## config.mk

```make
export PLATFORM = sky130hd
export DESIGN_NAME = wdg_downcounter
export DESIGN_NICKNAME = d
export VERILOG_FILES = /design/src/inc/wdg_pkg.sv /design/src/rtl/wdg_downcounter.sv
export VERILOG_INCLUDE_DIRS = /design/src /design/src/inc
export SDC_FILE = /design/constraint.sdc
export NUM_CORES = 1
export LEC_CHECK = 0
export BUFFER_PORTS_ARGS = -buffer_cell sky130_fd_sc_hd__clkbuf_2
export CAP_MARGIN = 20
export CELL_PAD_IN_SITES_DETAIL_PLACEMENT = 0
export CELL_PAD_IN_SITES_GLOBAL_PLACEMENT = 1
export CORE_MARGIN = 2
export CORE_UTILIZATION = 35
export DETAILED_ROUTE_END_ITERATION = 8
export PLACE_DENSITY = 0.75
export SLEW_MARGIN = 20
export SYNTH_ARGS = -nofsm -noshare
export SYNTH_HDL_FRONTEND = slang
export SYNTH_SLANG_ARGS = --single-unit
```

## constraint.sdc

```tcl
create_clock -name pclk -period 3.05 [get_ports pclk]
set_input_delay 0.1525 -clock pclk [delete_from_list [all_inputs] [get_ports pclk]]
set_output_delay 0.1525 -clock pclk [all_outputs]
set_load 0.005 [all_outputs]
```

## src/inc/wdg_consts.svh

```systemverilog
// Named constants for the watchdog downcounter: offsets, fields, reset values and timing.
`ifndef WDG_CONSTS_SVH
`define WDG_CONSTS_SVH

// Byte offsets of the APB registers.
`define WDG_OFS_STATUS 12'h000
`define WDG_OFS_UPPER 12'h004
`define WDG_OFS_HIGH 12'h008
`define WDG_OFS_LOW 12'h00c
`define WDG_OFS_OPTION 12'h010
`define WDG_OFS_COUNT 12'h014

// Field positions in the reset cause register.
`define WDG_ST_TIMEOUT 0
`define WDG_ST_STOP 1
`define WDG_ST_RESET 2
`define WDG_ST_RUNNING 3

// Field positions in the option register.
`define WDG_OPT_ALWAYS_ON 0
`define WDG_OPT_RESPONSE 1

// Reset values of the reload bytes.
`define WDG_RST_UPPER 8'h00
`define WDG_RST_HIGH 8'h04
`define WDG_RST_LOW 8'h00

// Counter values with special meaning.
`define WDG_CNT_ZERO 24'h000000
`define WDG_CNT_ONE 24'h000001
`define WDG_CNT_LAST_REFRESH 24'h000002
`define WDG_CNT_MAX 24'hffffff

// Timing: system clock rate and nominal watchdog oscillator rate, both in hertz.
`define WDG_PCLK_HZ 10000000
`define WDG_OSC_HZ 10000
// System clocks per watchdog oscillator period, rounded down, never below one.
`define WDG_TICK_CYCLES ((`WDG_PCLK_HZ / `WDG_OSC_HZ) < 1 ? 1 : (`WDG_PCLK_HZ / `WDG_OSC_HZ))

`endif

```

## src/inc/wdg_pkg.sv

```systemverilog
// Types shared by the watchdog downcounter and its users.
`default_nettype none
package wdg_pkg;

  // Requests that the processor core and debug logic present to the watchdog.
  typedef struct packed {
    logic refresh;     // One-cycle pulse: the refresh instruction executed.
    logic debug_mode;  // Level: the on-chip debugger holds the device.
    logic stop_mode;   // Level: the device sits in STOP mode.
  } wdg_core_in_t;

  // Indications that the watchdog presents to the system.
  typedef struct packed {
    logic irq;            // Level: interrupt request to the interrupt controller.
    logic sys_reset;      // Level: system reset request.
    logic stop_recovery;  // One-cycle pulse: start a stop mode recovery.
  } wdg_core_out_t;

endpackage
`default_nettype wire

```

## src/rtl/wdg_downcounter.sv

```systemverilog
// Watchdog downcounter with APB register access, refresh, timeout response and status flags.
//
// Behaviour
// - Count on own oscillator tick; timeout resets or interrupts.
// - Only off and on; never stops once on.
// - Enabled by refresh or always-on option bit.
// - 24-bit counter, reload is upper-high-low bytes.
// - Timeout in ms equals reload divided by ten.
// - Refresh ignored once counter reaches two.
// - First enable loads reload value before counting.
// - Each refresh reloads counter, counting then continues.
// - Debug mode refreshes counter continuously, no timeout.
// - Timeout at zero; option selects reset or interrupt.
// - Interrupt timeout raises request and sets status.
// - After interrupt timeout, counter wraps to maximum.
// - Status read clears timeout flag, stops interrupts.
// - Interrupt timeout in STOP starts recovery and interrupts.
// - Interrupt timeout in STOP sets timeout and stop bits.
// - Interrupt stays asserted while timeout condition lasts.
// - Reload bytes reset to 00, 04, 00.
// - Control writes share the status read address.
`include "wdg_consts.svh"
`default_nettype none

module wdg_downcounter
  import wdg_pkg::*;
#(
  parameter int TICK_CYCLES = `WDG_TICK_CYCLES,  // System clocks per watchdog oscillator period.
  parameter bit ALWAYS_ON_DEFAULT = 1'b0,        // Reset value of the always-on option bit.
  parameter bit RESPONSE_DEFAULT = 1'b0          // Reset value of the response bit: 1 selects reset.
)
(
  input wire logic pclk,
  input wire logic presetn,
  input wire logic psel,
  input wire logic penable,
  input wire logic pwrite,
  input wire logic [11:0] paddr,
  input wire logic [31:0] pwdata,
  input wire logic [3:0] pstrb,
  output logic [31:0] prdata,
  output logic pready,
  output logic pslverr,
  input wire wdg_core_in_t core_in,
  output wdg_core_out_t core_out
);

  // The divider needs at least one cycle per tick.
  if (TICK_CYCLES < 1)
  begin : g_bad_tick
    $error("TICK_CYCLES must be at least one");
  end

  localparam int TW = (TICK_CYCLES > 1) ? $clog2(TICK_CYCLES) : 1;  // Divider width.
  localparam logic [TW-1:0] TICK_LAST = TW'(TICK_CYCLES - 1);        // Last divider count.

  // Counter lifecycle: off until first enabled, then on for good.
  typedef enum logic {
    WDG_OFF = 1'b0,
    WDG_ON = 1'b1
  } wdg_state_t;

  wdg_state_t state;            // Off or on.
  logic [TW-1:0] div_cnt;       // Oscillator period divider.
  logic [23:0] count;           // The downcounter itself.
  logic [7:0] reload_upper_byte;  // Most significant reload byte.
  logic [7:0] reload_high_byte;   // Middle reload byte.
  logic [7:0] reload_low_byte;    // Least significant reload byte.
  logic always_on_option;         // Enables the counter right after reset.
  logic timeout_response_option;  // 0 selects interrupt, 1 selects reset.
  logic timeout_flag;             // Sticky watchdog timeout status.
  logic stop_flag;                // Sticky stop recovery status.
  logic reset_flag;               // Sticky watchdog reset cause.

  // Bus decode wires.
  wire setup = psel && !penable;
  wire access = psel && penable;
  wire hit_status = (paddr == `WDG_OFS_STATUS);
  wire hit_upper = (paddr == `WDG_OFS_UPPER);
  wire hit_high = (paddr == `WDG_OFS_HIGH);
  wire hit_low = (paddr == `WDG_OFS_LOW);
  wire hit_option = (paddr == `WDG_OFS_OPTION);
  wire hit_count = (paddr == `WDG_OFS_COUNT);
  wire mapped = hit_status || hit_upper || hit_high || hit_low || hit_option || hit_count;
  wire wr_ok = access && pwrite && mapped && pstrb[0];
  // A write to the status address reaches the control port instead.
  wire wr_control = wr_ok && hit_status;
  wire rd_status = access && !pwrite && hit_status;

  // Watchdog timing and counter control wires.
  wire [23:0] reload_value = {reload_upper_byte, reload_high_byte, reload_low_byte};
  wire running = (state == WDG_ON);
  // One tick per oscillator period; every decrement is taken on exactly one tick.
  wire tick = (div_cnt == TICK_LAST);
  // Refresh comes from the instruction or from a control write.
  wire refresh_req = core_in.refresh || wr_control;
  wire enable_req = refresh_req || always_on_option;
  wire refresh_allowed = (count > `WDG_CNT_LAST_REFRESH);
  wire at_zero = running && (count == `WDG_CNT_ZERO);
  // The timeout is the step from one to zero, unless the debugger holds the counter.
  wire timeout_evt = running && tick && (count == `WDG_CNT_ONE) && !core_in.debug_mode;
  wire irq_mode = !timeout_response_option;
  wire stop_evt = timeout_evt && irq_mode && core_in.stop_mode;

  // Read data selection; reserved bits read as zero.
  wire [31:0] status_word = {28'h0000000, running, reset_flag, stop_flag, timeout_flag};
  wire [31:0] rd_mux =
    hit_status ? status_word :
    hit_upper ? {24'h000000, reload_upper_byte} :
    hit_high ? {24'h000000, reload_high_byte} :
    hit_low ? {24'h000000, reload_low_byte} :
    hit_option ? {30'h00000000, timeout_response_option, always_on_option} :
    hit_count ? {8'h00, count} : 32'h00000000;

  // Next values of the indications, registered below.
  wire next_irq = at_zero && irq_mode && timeout_flag;
  wire next_sys_reset = at_zero && timeout_response_option;

  // Every transfer completes in one access cycle; unmapped addresses report an error.
  assign pready = 1'b1;
  assign pslverr = access && !mapped;

  // Read data is captured in the setup cycle so it comes from a flip-flop.
  always_ff @(posedge pclk or negedge presetn)
  begin
    if (!presetn)
    begin
      prdata <= 32'h00000000;
    end
    else if (setup && !pwrite)
    begin
      prdata <= rd_mux;
    end
  end

  // Reload bytes and option bits, written over the bus.
  always_ff @(posedge pclk or negedge presetn)
  begin
    if (!presetn)
    begin
      reload_upper_byte <= `WDG_RST_UPPER;
      reload_high_byte <= `WDG_RST_HIGH;
      reload_low_byte <= `WDG_RST_LOW;
      always_on_option <= ALWAYS_ON_DEFAULT;
      timeout_response_option <= RESPONSE_DEFAULT;
    end
    else if (wr_ok)
    begin
      // Only the addressed register changes.
      if (hit_upper)
      begin
        reload_upper_byte <= pwdata[7:0];
      end
      if (hit_high)
      begin
        reload_high_byte <= pwdata[7:0];
      end
      if (hit_low)
      begin
        reload_low_byte <= pwdata[7:0];
      end
      if (hit_option)
      begin
        always_on_option <= pwdata[`WDG_OPT_ALWAYS_ON];
        timeout_response_option <= pwdata[`WDG_OPT_RESPONSE];
      end
    end
  end

  // Oscillator divider: free running, one tick per nominal 10 kHz period.
  always_ff @(posedge pclk or negedge presetn)
  begin
    if (!presetn)
    begin
      div_cnt <= '0;
    end
    else if (tick)
    begin
      div_cnt <= '0;
    end
    else
    begin
      div_cnt <= div_cnt + TW'(1);
    end
  end

  // Lifecycle: once on, the counter never returns to off.
  always_ff @(posedge pclk or negedge presetn)
  begin
    if (!presetn)
    begin
      state <= WDG_OFF;
    end
    else
    begin
      case (state)
        WDG_OFF:
        begin
          // Leave off on the first enable request.
          if (enable_req)
          begin
            state <= WDG_ON;
          end
        end
        WDG_ON:
        begin
          // No path leads back to off.
          state <= WDG_ON;
        end
        default:
        begin
          state <= WDG_OFF;
        end
      endcase
    end
  end

  // The downcounter: load, refresh, debug hold, decrement and wrap.
  always_ff @(posedge pclk or negedge presetn)
  begin
    if (!presetn)
    begin
      count <= `WDG_CNT_ZERO;
    end
    else if (!running)
    begin
      // The first enable loads the reload value.
      if (enable_req)
      begin
        count <= reload_value;
      end
    end
    else if (core_in.debug_mode)
    begin
      // The debugger keeps the counter refreshed every cycle.
      count <= reload_value;
    end
    else if (refresh_req && refresh_allowed)
    begin
      // A refresh reloads; counting continues from there.
      count <= reload_value;
    end
    else if (tick)
    begin
      if (count == `WDG_CNT_ZERO)
      begin
        // After a timeout the counter wraps rather than reloading.
        count <= `WDG_CNT_MAX;
      end
      else
      begin
        count <= count - 24'h000001;
      end
    end
  end

  // Sticky status flags: a set in the clearing cycle wins over the clear.
  always_ff @(posedge pclk or negedge presetn)
  begin
    if (!presetn)
    begin
      timeout_flag <= 1'b0;
      stop_flag <= 1'b0;
      reset_flag <= 1'b0;
    end
    else
    begin
      // Only bits that the read actually returned are cleared.
      if (timeout_evt && irq_mode)
      begin
        timeout_flag <= 1'b1;
      end
      else if (rd_status && prdata[`WDG_ST_TIMEOUT])
      begin
        timeout_flag <= 1'b0;
      end
      if (stop_evt)
      begin
        stop_flag <= 1'b1;
      end
      else if (rd_status && prdata[`WDG_ST_STOP])
      begin
        stop_flag <= 1'b0;
      end
      if (timeout_evt && timeout_response_option)
      begin
        reset_flag <= 1'b1;
      end
      else if (rd_status && prdata[`WDG_ST_RESET])
      begin
        reset_flag <= 1'b0;
      end
    end
  end

  // System indications, registered.
  always_ff @(posedge pclk or negedge presetn)
  begin
    if (!presetn)
    begin
      core_out <= '0;
    end
    else
    begin
      core_out.irq <= next_irq;
      core_out.sys_reset <= next_sys_reset;
      core_out.stop_recovery <= stop_evt;
    end
  end

endmodule
`default_nettype wire

```

# Word level (Yosys, flattened, before mapping)
# Index checks and enable logic that the tools add are counted.
# totals
regBits	99
word_cells	95
out_inout_bits	37
# classes
n_lt_le_gt_ge	1
muxes	21
eq_ne	8
n_reduce_logical	47
addsub	2
bitwise	1
# op_table
operator	count
24-bit 2-to-1 mux	12
12-bit by 4-bit equality test with 1-bit output, second input constant	2
12-bit by 5-bit equality test with 1-bit output, second input constant	2
24-bit by 1-bit equality test with 1-bit output, second input constant	1
24-bit by 2-bit > comparator with 1-bit output, second input constant	1
1-bit logical AND	24
24-bit logical NOT	1
24-bit by 1-bit subtractor with 24-bit output, second input constant	1
12-bit by 3-bit equality test with 1-bit output, second input constant	1
12-bit logical NOT	1
10-bit by 1-bit adder with 10-bit output, second input constant	1
10-bit equality test, second input constant	1
10-bit 2-to-1 mux	1
2-bit AND reduction	5
2-bit nonzero test	4
1-bit logical OR	7
1-bit 2-to-1 mux	7
1-bit logical NOT	5
4-bit by 2-bit != test with 1-bit output, second input constant	1
1-bit one-hot mux with 2 select lines	1
1-bit inverter	1

# Logic depth before layout (Yosys ltp)
# Gate-level depths: netlist (run 1).
# logic_depth
depth_word	14
mapped_depth	9
depth_no_buf	8

# Worst setup path before layout (run 1)
# Ideal clock, no wire load.
# synth_path
path_kind	reg-to-reg
from	register count[1]
to	register count[14]
t_arrival_ns	2.196
path_stages_with_launch	8
required_time_ns	2.929
synth_period_minus_slack_ns	2.317
slack_ns	0.733
n_path_buf	0
setup_time_ns	0.121
path_cell_list	dfrtp_1 inv_1 ha_1 nor3b_1 nand3_1 or4_1 a21o_1 a22o_1
# synth_between
elab_chain_cells	6
elab_cells_between_ends	11
# synth_rtl
item	line	text
from (decl)	wdg_downcounter.sv:65	logic [23:0] count;
from (signal assigned)	wdg_downcounter.sv:223	count <= `WDG_CNT_ZERO;
from (signal assigned)	wdg_downcounter.sv:230	count <= reload_value;
from (signal assigned)	wdg_downcounter.sv:236	count <= reload_value;
24-bit by 1-bit subtractor with 24-bit output / 24-bit logical NOT (equally long branches)	n/a	
24-bit 2-to-1 mux	wdg_downcounter.sv:245	if (count == `WDG_CNT_ZERO)
24-bit 2-to-1 mux	wdg_downcounter.sv:243	else if (tick)
24-bit 2-to-1 mux	wdg_downcounter.sv:238	else if (refresh_req && refresh_allowed)
24-bit 2-to-1 mux	wdg_downcounter.sv:233	else if (core_in.debug_mode)
24-bit 2-to-1 mux	wdg_downcounter.sv:225	else if (!running)
# Parallel ways exist; a longest one is shown, timed or not. The select of a mux whose other input is x is not followed.
# A chain may end at the register's enable or synchronous reset.

# Worst setup path in the final report (run 1)
# layout_path
from	register count[18]
to	register count[1]
# layout_between
elab_chain_cells	6
elab_cells_between_ends	10
# layout_rtl
item
branches (longest 6 deep; another with 24-bit by 2-bit > comparator with 1-bit output)
# Parallel ways; which one is timed is not known. The select of a mux whose other input is x is not followed.

==> results of run 1 <==
-- cell type report --
| class | instances | area (sq um) | area share (%) |
|---|---|---|---|
| Multi-Input combinational cell | 361 | 2726 | 45.46 |
| Sequential cell | 91 | 2278 | 37.99 |
| Timing Repair Buffer | 73 | 437.9 | 7.302 |
| Clock buffer | 15 | 267.8 | 4.465 |
| Tap cell | 184 | 230.2 | 3.839 |
| Inverter | 13 | 48.80 | 0.8137 |
| Clock inverter | 1 | 7.507 | 0.1252 |
-- worst max path at each step --
stage,start,endpoint,slack (ps),cells after the start
floorplan,count[1],count[14],730,7
global placement,count[18],count[2],510,7
detailed placement,count[18],count[1],430,7
CTS,count[18],count[1],400,7
global route,count[19],count[1],270,7
finish,count[18],count[1],390,7
-- report_power, final --
| part | leakage (nW) | switching (mW) | internal, mW |
|---|---|---|---|
| logic | 1.29 | 0.153 | 0.115 |
| registers | 1.17 | 0.0465 | 1.23 |
| clock network | 0.130 | 0.458 | 0.598 |
-- placed cells by master, fill, tap and decap left out, types with 6 or more instances in the layout --
| cell | instances |
|---|---|
| a21o_1 | 6 |
| mux2_1 | 9 |
| nand2_1 | 40 |
| a21oi_1 | 18 |
| a21oi_2 | 10 |
| o21ai_0 | 21 |
| nor2_1 | 24 |
| inv_1 | 13 |
| and3_1 | 6 |
| conb_1 | 9 |
| buf_4 | 15 |
| dfrtp_1 | 90 |
| a2bb2oi_1 | 12 |
| nand3_1 | 16 |
| o21ai_2 | 8 |
| a2bb2oi_2 | 9 |
| nand4_1 | 6 |
| clkbuf_16 | 9 |
| nor2b_1 | 6 |
| nand2b_1 | 6 |
| clkbuf_2 | 55 |
| a22o_1 | 17 |
| nor3_1 | 12 |
| mux2i_1 | 23 |
| mux2_4 | 8 |
-- worst max-delay path, cell delays in order (launching register included) --
cell and delay, ps:
dfrtp_1 450, or3_1 410, nor3_2 350, o2111ai_2 260
nand2_4 360, buf_4 320, mux2i_1 260, mux2i_1 110
-- metrics by stage --
step | cells | worst slack [ps]
floorplan | 499 | 732.6
global placement | 721 | 508.0
detailed placement | 721 | 425.1
CTS | 738 | 401.4
global route | 738 | 274.1
finish | 738 | 391.8
-- flip-flops by register name, summed over array words and instances (netlist names) --
signal and cells:
always_on_option 1, core_out 3, count 24, div_cnt 10, prdata 24, reload_high_byte 8, reload_low_byte 8, reload_upper_byte 8
reset_flag 1, running 1, stop_flag 1, timeout_flag 1, timeout_response_option 1
-- metal layers --
layer	GRT usage (%)	routed length, microns	up-vias
li1	-	-	1940
met1	24.81	6459	2067
met2	26.39	6142	120
met3	3.965	732	24
met4	6.917	295	0
met5	0	0	-
-- cells by family after synthesis --
group	synth area share [%]
AO/OA/AOI/OAI	20.81
XOR/XNOR	0.9992
adder cells (fa/ha/maj)	1.189
buffers and inverters	5.352
flip-flops	43.32
multiplexers	9.658
other	0.1428
AND/OR/NAND/NOR	18.53
-- synth_stat cells, drive strengths merged (6+ instances only) --
| cell type | number | area (sq um) |
|---|---|---|
| nor2 | 26 | 107.6 |
| nand2b | 6 | 37.54 |
| clkbuf | 8 | 30.03 |
| dfrtp | 90 | 2252 |
| a2bb2oi | 21 | 240.2 |
| nand4 | 8 | 71.32 |
| mux2 | 22 | 277.8 |
| inv | 13 | 48.80 |
| o21ai | 30 | 180.2 |
| or3 | 7 | 53.80 |
| nor3 | 14 | 80.08 |
| a21o | 6 | 45.04 |
| mux2i | 23 | 230.2 |
| nand2 | 42 | 167.7 |
| and3 | 6 | 37.54 |
| nand3 | 18 | 107.6 |
| buf | 26 | 202.7 |
| a21oi | 29 | 193.9 |
| nor4 | 10 | 135.1 |
| nor2b | 6 | 37.54 |
| a22o | 17 | 148.9 |
==> run metrics, run 1 <==
status=finished clean; IO Port Bufs=56; Crit Reg-Reg Endpoint=count[1]; overall routing resource usage=17.62%; Reg2Reg Depth=7; first-pass GRT wire length=22310 microns; CP required=3270 ps; Pins Over Slew Limit=0; via count=4151; main flop type after synthesis=dfrtp_1; DP HPWL=9918 microns; Initial Util=36.05%; crit-path max FO=21; Syn. warnings=0; Clock Sink Count=91; Power Total=2.604 mW; setup bufs post-CTS=0; Final setup viols=0; Initial DRC Count=272; total gr overflow=0; min Tclk post-route=2658 ps; share of cells above drive strength 1=27.08%; DRT Pass-1 Iters=5; Post-Synthesis Cells=492; fin crit share=87.15%; n_diodes=0; antenna viol nets, final=0; Worst-Skew Late Latency=350 ps; clock slew at reported path FFs=60 ps; largest net degree at the start of global routing=49; Fill cells=1416; Mapped Area=0.005260 sq mm; Core ar.=0.01459 sq mm; HP Start=core_in[0]; Slew headroom=45.91%; worst slew pin tran=805.3 ps; Post-Route WL=13630 microns; design area=0.005997 sq mm; kind of critical path=flop to flop; Util after Layout=41.11%; post-synthesis sequential area ratio=43.32%; RSZ-0062 raised after global routing=false; initial antenna violation count=0; H-tree Lvls=3; Max Root-Sink Buffers=2; Seq cells post-synth=91; Vias/cell=5.625; Post-DP Area=0.005712 sq mm; CTS root buf=clkbuf_16; peak supply drop=0.2785 mV; final hold violation count=0; CP Data Arrival Time=2880 ps; hold depth=2; Post-synth EDFFs=0; DRC=0; NumNets Final=610; die area=0.01603 sq mm; crit path launch type=flop; TritonCTS Buffers=9; Synth async-reset ratio=100.0%; Max Cap Viol=0; via count of the first global-routing pass=4104; flop-to-flop setup slack=390 ps; Reg-to-Reg Start=count[18]; CTS tree=done; die width=126.6 microns; post-synth cell types=76; post-cts gate resize count=0; hold buffers post-CTS=1; Final Wtd Congestion=0.8166; Die H=126.6 microns; Max Fclk=0.3762 GHz; Syn-to-layout area delta=14.01%; CP endpoint kind=flop; Leak=2.591 nW; Routed WL per cell=18.47 microns; synthesized area per cell=10.69 sq um; Final Hold Slack=29.41 ps; Clock Skew=3.929 ps; hold endpoint=core_out[0]; PD cells=434.2 mW/mm^2; Hold Path Class=input pin to flop; Fin Setup TNS=0 ps; num ports=93; num rows=44
No activity file was read; power rests on OpenSTA's default activity.
==> run 2, diff against run 1 <==
--- a/config.mk
+++ b/config.mk
@@ -12,6 +12,7 @@
 export CELL_PAD_IN_SITES_GLOBAL_PLACEMENT = 1
 export CORE_MARGIN = 2
 export CORE_UTILIZATION = 35
+export CTS_BUF_LIST = sky130_fd_sc_hd__clkbuf_16
 export DETAILED_ROUTE_END_ITERATION = 8
 export PLACE_DENSITY = 0.75
 export SLEW_MARGIN = 20
==> constraint.sdc (replaced) <==
create_clock -name pclk -period 3.05 [get_ports pclk]
set_input_delay 0.305 -clock pclk [delete_from_list [all_inputs] [get_ports pclk]]
set_output_delay 0.305 -clock pclk [all_outputs]
set_load 0.005 [all_outputs]
==> run 2 against run 1 <==
Final cell count rose by 0.68%. Clock skew rose by 4.2 ps. Core utilization fell by 0.077 points. Largest cell class unchanged.
==> run metrics, run 2 (synthesis gave the netlist of run 1 again) <==
Pins Over Slew Limit=0 (unchanged); Final Hold Slack=21.96 ps (-7.449 ps); NumNets Final=615 (+0.82%); Max Root-Sink Buffers=2 (unchanged); die area=0.01603 sq mm (unchanged); Slew headroom=47.30% (+1.4 points); Post-Layout Cell Count=743 (+0.68%); CP Data Arrival Time=2880 ps (about the same); CTS tree=done; Hold Path Class=input pin to asynchronous set/reset pin; Pint=1.883 mW (-3.3%); post-cts gate resize count=0 (unchanged); IO Port Bufs=56 (unchanged); biggest regs=count x24, prdata x24, div_cnt x10; num ports=93 (unchanged); crit path launch type=flop; dpl cells=727 (+0.83%); WP buf/inv=1 (unchanged); H-tree Lvls=3 (unchanged); initial antenna violation count=0 (unchanged); die width=126.6 microns (unchanged); hold buffers post-CTS=0 (-1); Worst-Skew Late Latency=350 ps (about the same); clock slew at reported path FFs=60 ps (about the same); fin crit share=86.74% (-0.42 points); Clock Sink Count=91 (unchanged); Final setup viols=0 (unchanged); RSZ-0062 raised after global routing=false; kind of critical path=flop to flop; DRT Pass-1 Iters=5 (unchanged); Initial DRC Count=285 (+4.8%); Seq pwr share=50.7% (+1.5 points); Leak=2.617 nW (+1.0%); crit-path max FO=24 (+14%); via count of the first global-routing pass=4185 (+2.0%); status=finished clean; num rows=44 (unchanged); commonest cells after routing, fill and taps aside=dfrtp_1, clkbuf_2, nand2_1, nor2_1; PD cells=422.3 mW/mm^2 (-2.8%); CTS root buf=clkbuf_16; DP HPWL=10050 microns (+1.3%); final hold violation count=0 (unchanged); CP endpoint kind=flop; Max Cap Viol=0 (unchanged); clock share of power=38.7% (-1.9 points); Sw Ratio=25.51% (+0.27 points); Syn-to-layout area delta=13.80%; CP required=3290 ps (+20 ps); n_diodes=0 (unchanged); peak supply drop=0.3179 mV (+14%); setup bufs post-CTS=0 (unchanged); Post-Route WL=13680 microns (+0.38%); slowest cell delay on critical path=460 ps (about the same); Worst path slowest cell=dfrtp_1; first-pass GRT wire length=22340 microns (about the same); Initial Util=36.05% (unchanged); antenna viol nets, final=0 (unchanged); Combinational Power Share=10.6% (+0.3 points); crit-path leading delay family=simple AND/OR/NAND/NOR gates; Core ar.=0.01459 sq mm (unchanged); Final Wtd Congestion=0.8470 (+3.7%); total gr overflow=0 (unchanged); Vias/cell=5.634 (+0.16%); largest net degree at the start of global routing=59 (+20%); Clock Skew=8.160 ps (+4.231 ps); Fin Setup TNS=0 ps (unchanged); min Tclk post-route=2645 ps (-12.68 ps); via count=4186 (+0.84%); overall routing resource usage=17.69% (+0.067 points); worst slew pin tran=784.5 ps (-20.80 ps); Die H=126.6 microns (unchanged); DRC=0 (unchanged); Psw=644.7 uW (-1.9%); worst-path cell chain=or3_1 > nor3_2 > o2111ai_2 > nand2_4 > buf_4 > mux2i_1 > a2bb2oi_2; TritonCTS Buffers=9 (unchanged); share of cells above drive strength 1=27.73% (+0.65 points); Routed WL per cell=18.41 microns (-0.29%); Max Fclk=0.3780 GHz (+0.48%); most common cell after layout, fill and taps aside=dfrtp_1
## run 2: path summary, 6_finish.rpt
| path | to | slack [ps] | from | cells past startpoint |
|---|---|---|---|---|
| worst min register to register | div_cnt[0] | 500 | div_cnt[0] | 1 |
| worst min-delay path | div_cnt[4] | 20 | presetn | 1 |
| worst max-delay path | count[2] | 400 | count[18] | 7 |
| worst max register to register | count[2] | 400 | count[18] | 7 |
| min in group pclk | core_out[0] | 200 | core_in[0] | 2 |
| max in group asynchronous | count[22] | 2250 | presetn | 2 |
## run 2: stage by stage
stage                     setup WS [ps]  utilization [%]  total power [mW]  cell area (sq um)
after global placement            470.9            39.29             1.564               5732
final                             404.5            41.03             2.527               5986
after floorplan                   732.6                -             1.471               5286
after CTS                         408.9            41.03             2.555               5986
after detailed placement          439.8            39.29             1.570               5732
after global routing              250.2            41.03             2.637               5986
## run 2: per-layer routing
layer	track usage (%)	share of wire (%)	routed length, microns	up-vias
li1	-	-	-	1955
met1	24.44	46	6330	2094
met2	27.46	46	6247	123
met3	5.019	6.6	900	14
met4	4.460	1.5	203	0
met5	0	0	0	-
## run 2: final cells by class
| type | instances | area (sq um) |
|---|---|---|
| Clock buffer | 9 | 225.2 |
| Clock inverter | 7 | 28.78 |
| Fill cell | 1425 | 8603 |
| Inverter | 13 | 48.80 |
| Multi-Input combinational cell | 361 | 2726 |
| Sequential cell | 91 | 2278 |
| Tap cell | 184 | 230.2 |
| Timing Repair Buffer | 78 | 447.9 |
## run 2: power by group through the flow
| stage | logic, mW | registers (mW) | clock network, mW |
|---|---|---|---|
| 6_report | 0.268 | 1.28 | 0.979 |
| 3_3_place_gp | 0.264 | 1.30 | 0 |
| 2_1_floorplan | 0.184 | 1.29 | 0 |
| 5_1_grt | 0.296 | 1.28 | 1.06 |
| 3_5_place_dp | 0.268 | 1.30 | 0 |
| 4_1_cts | 0.270 | 1.28 | 1.01 |
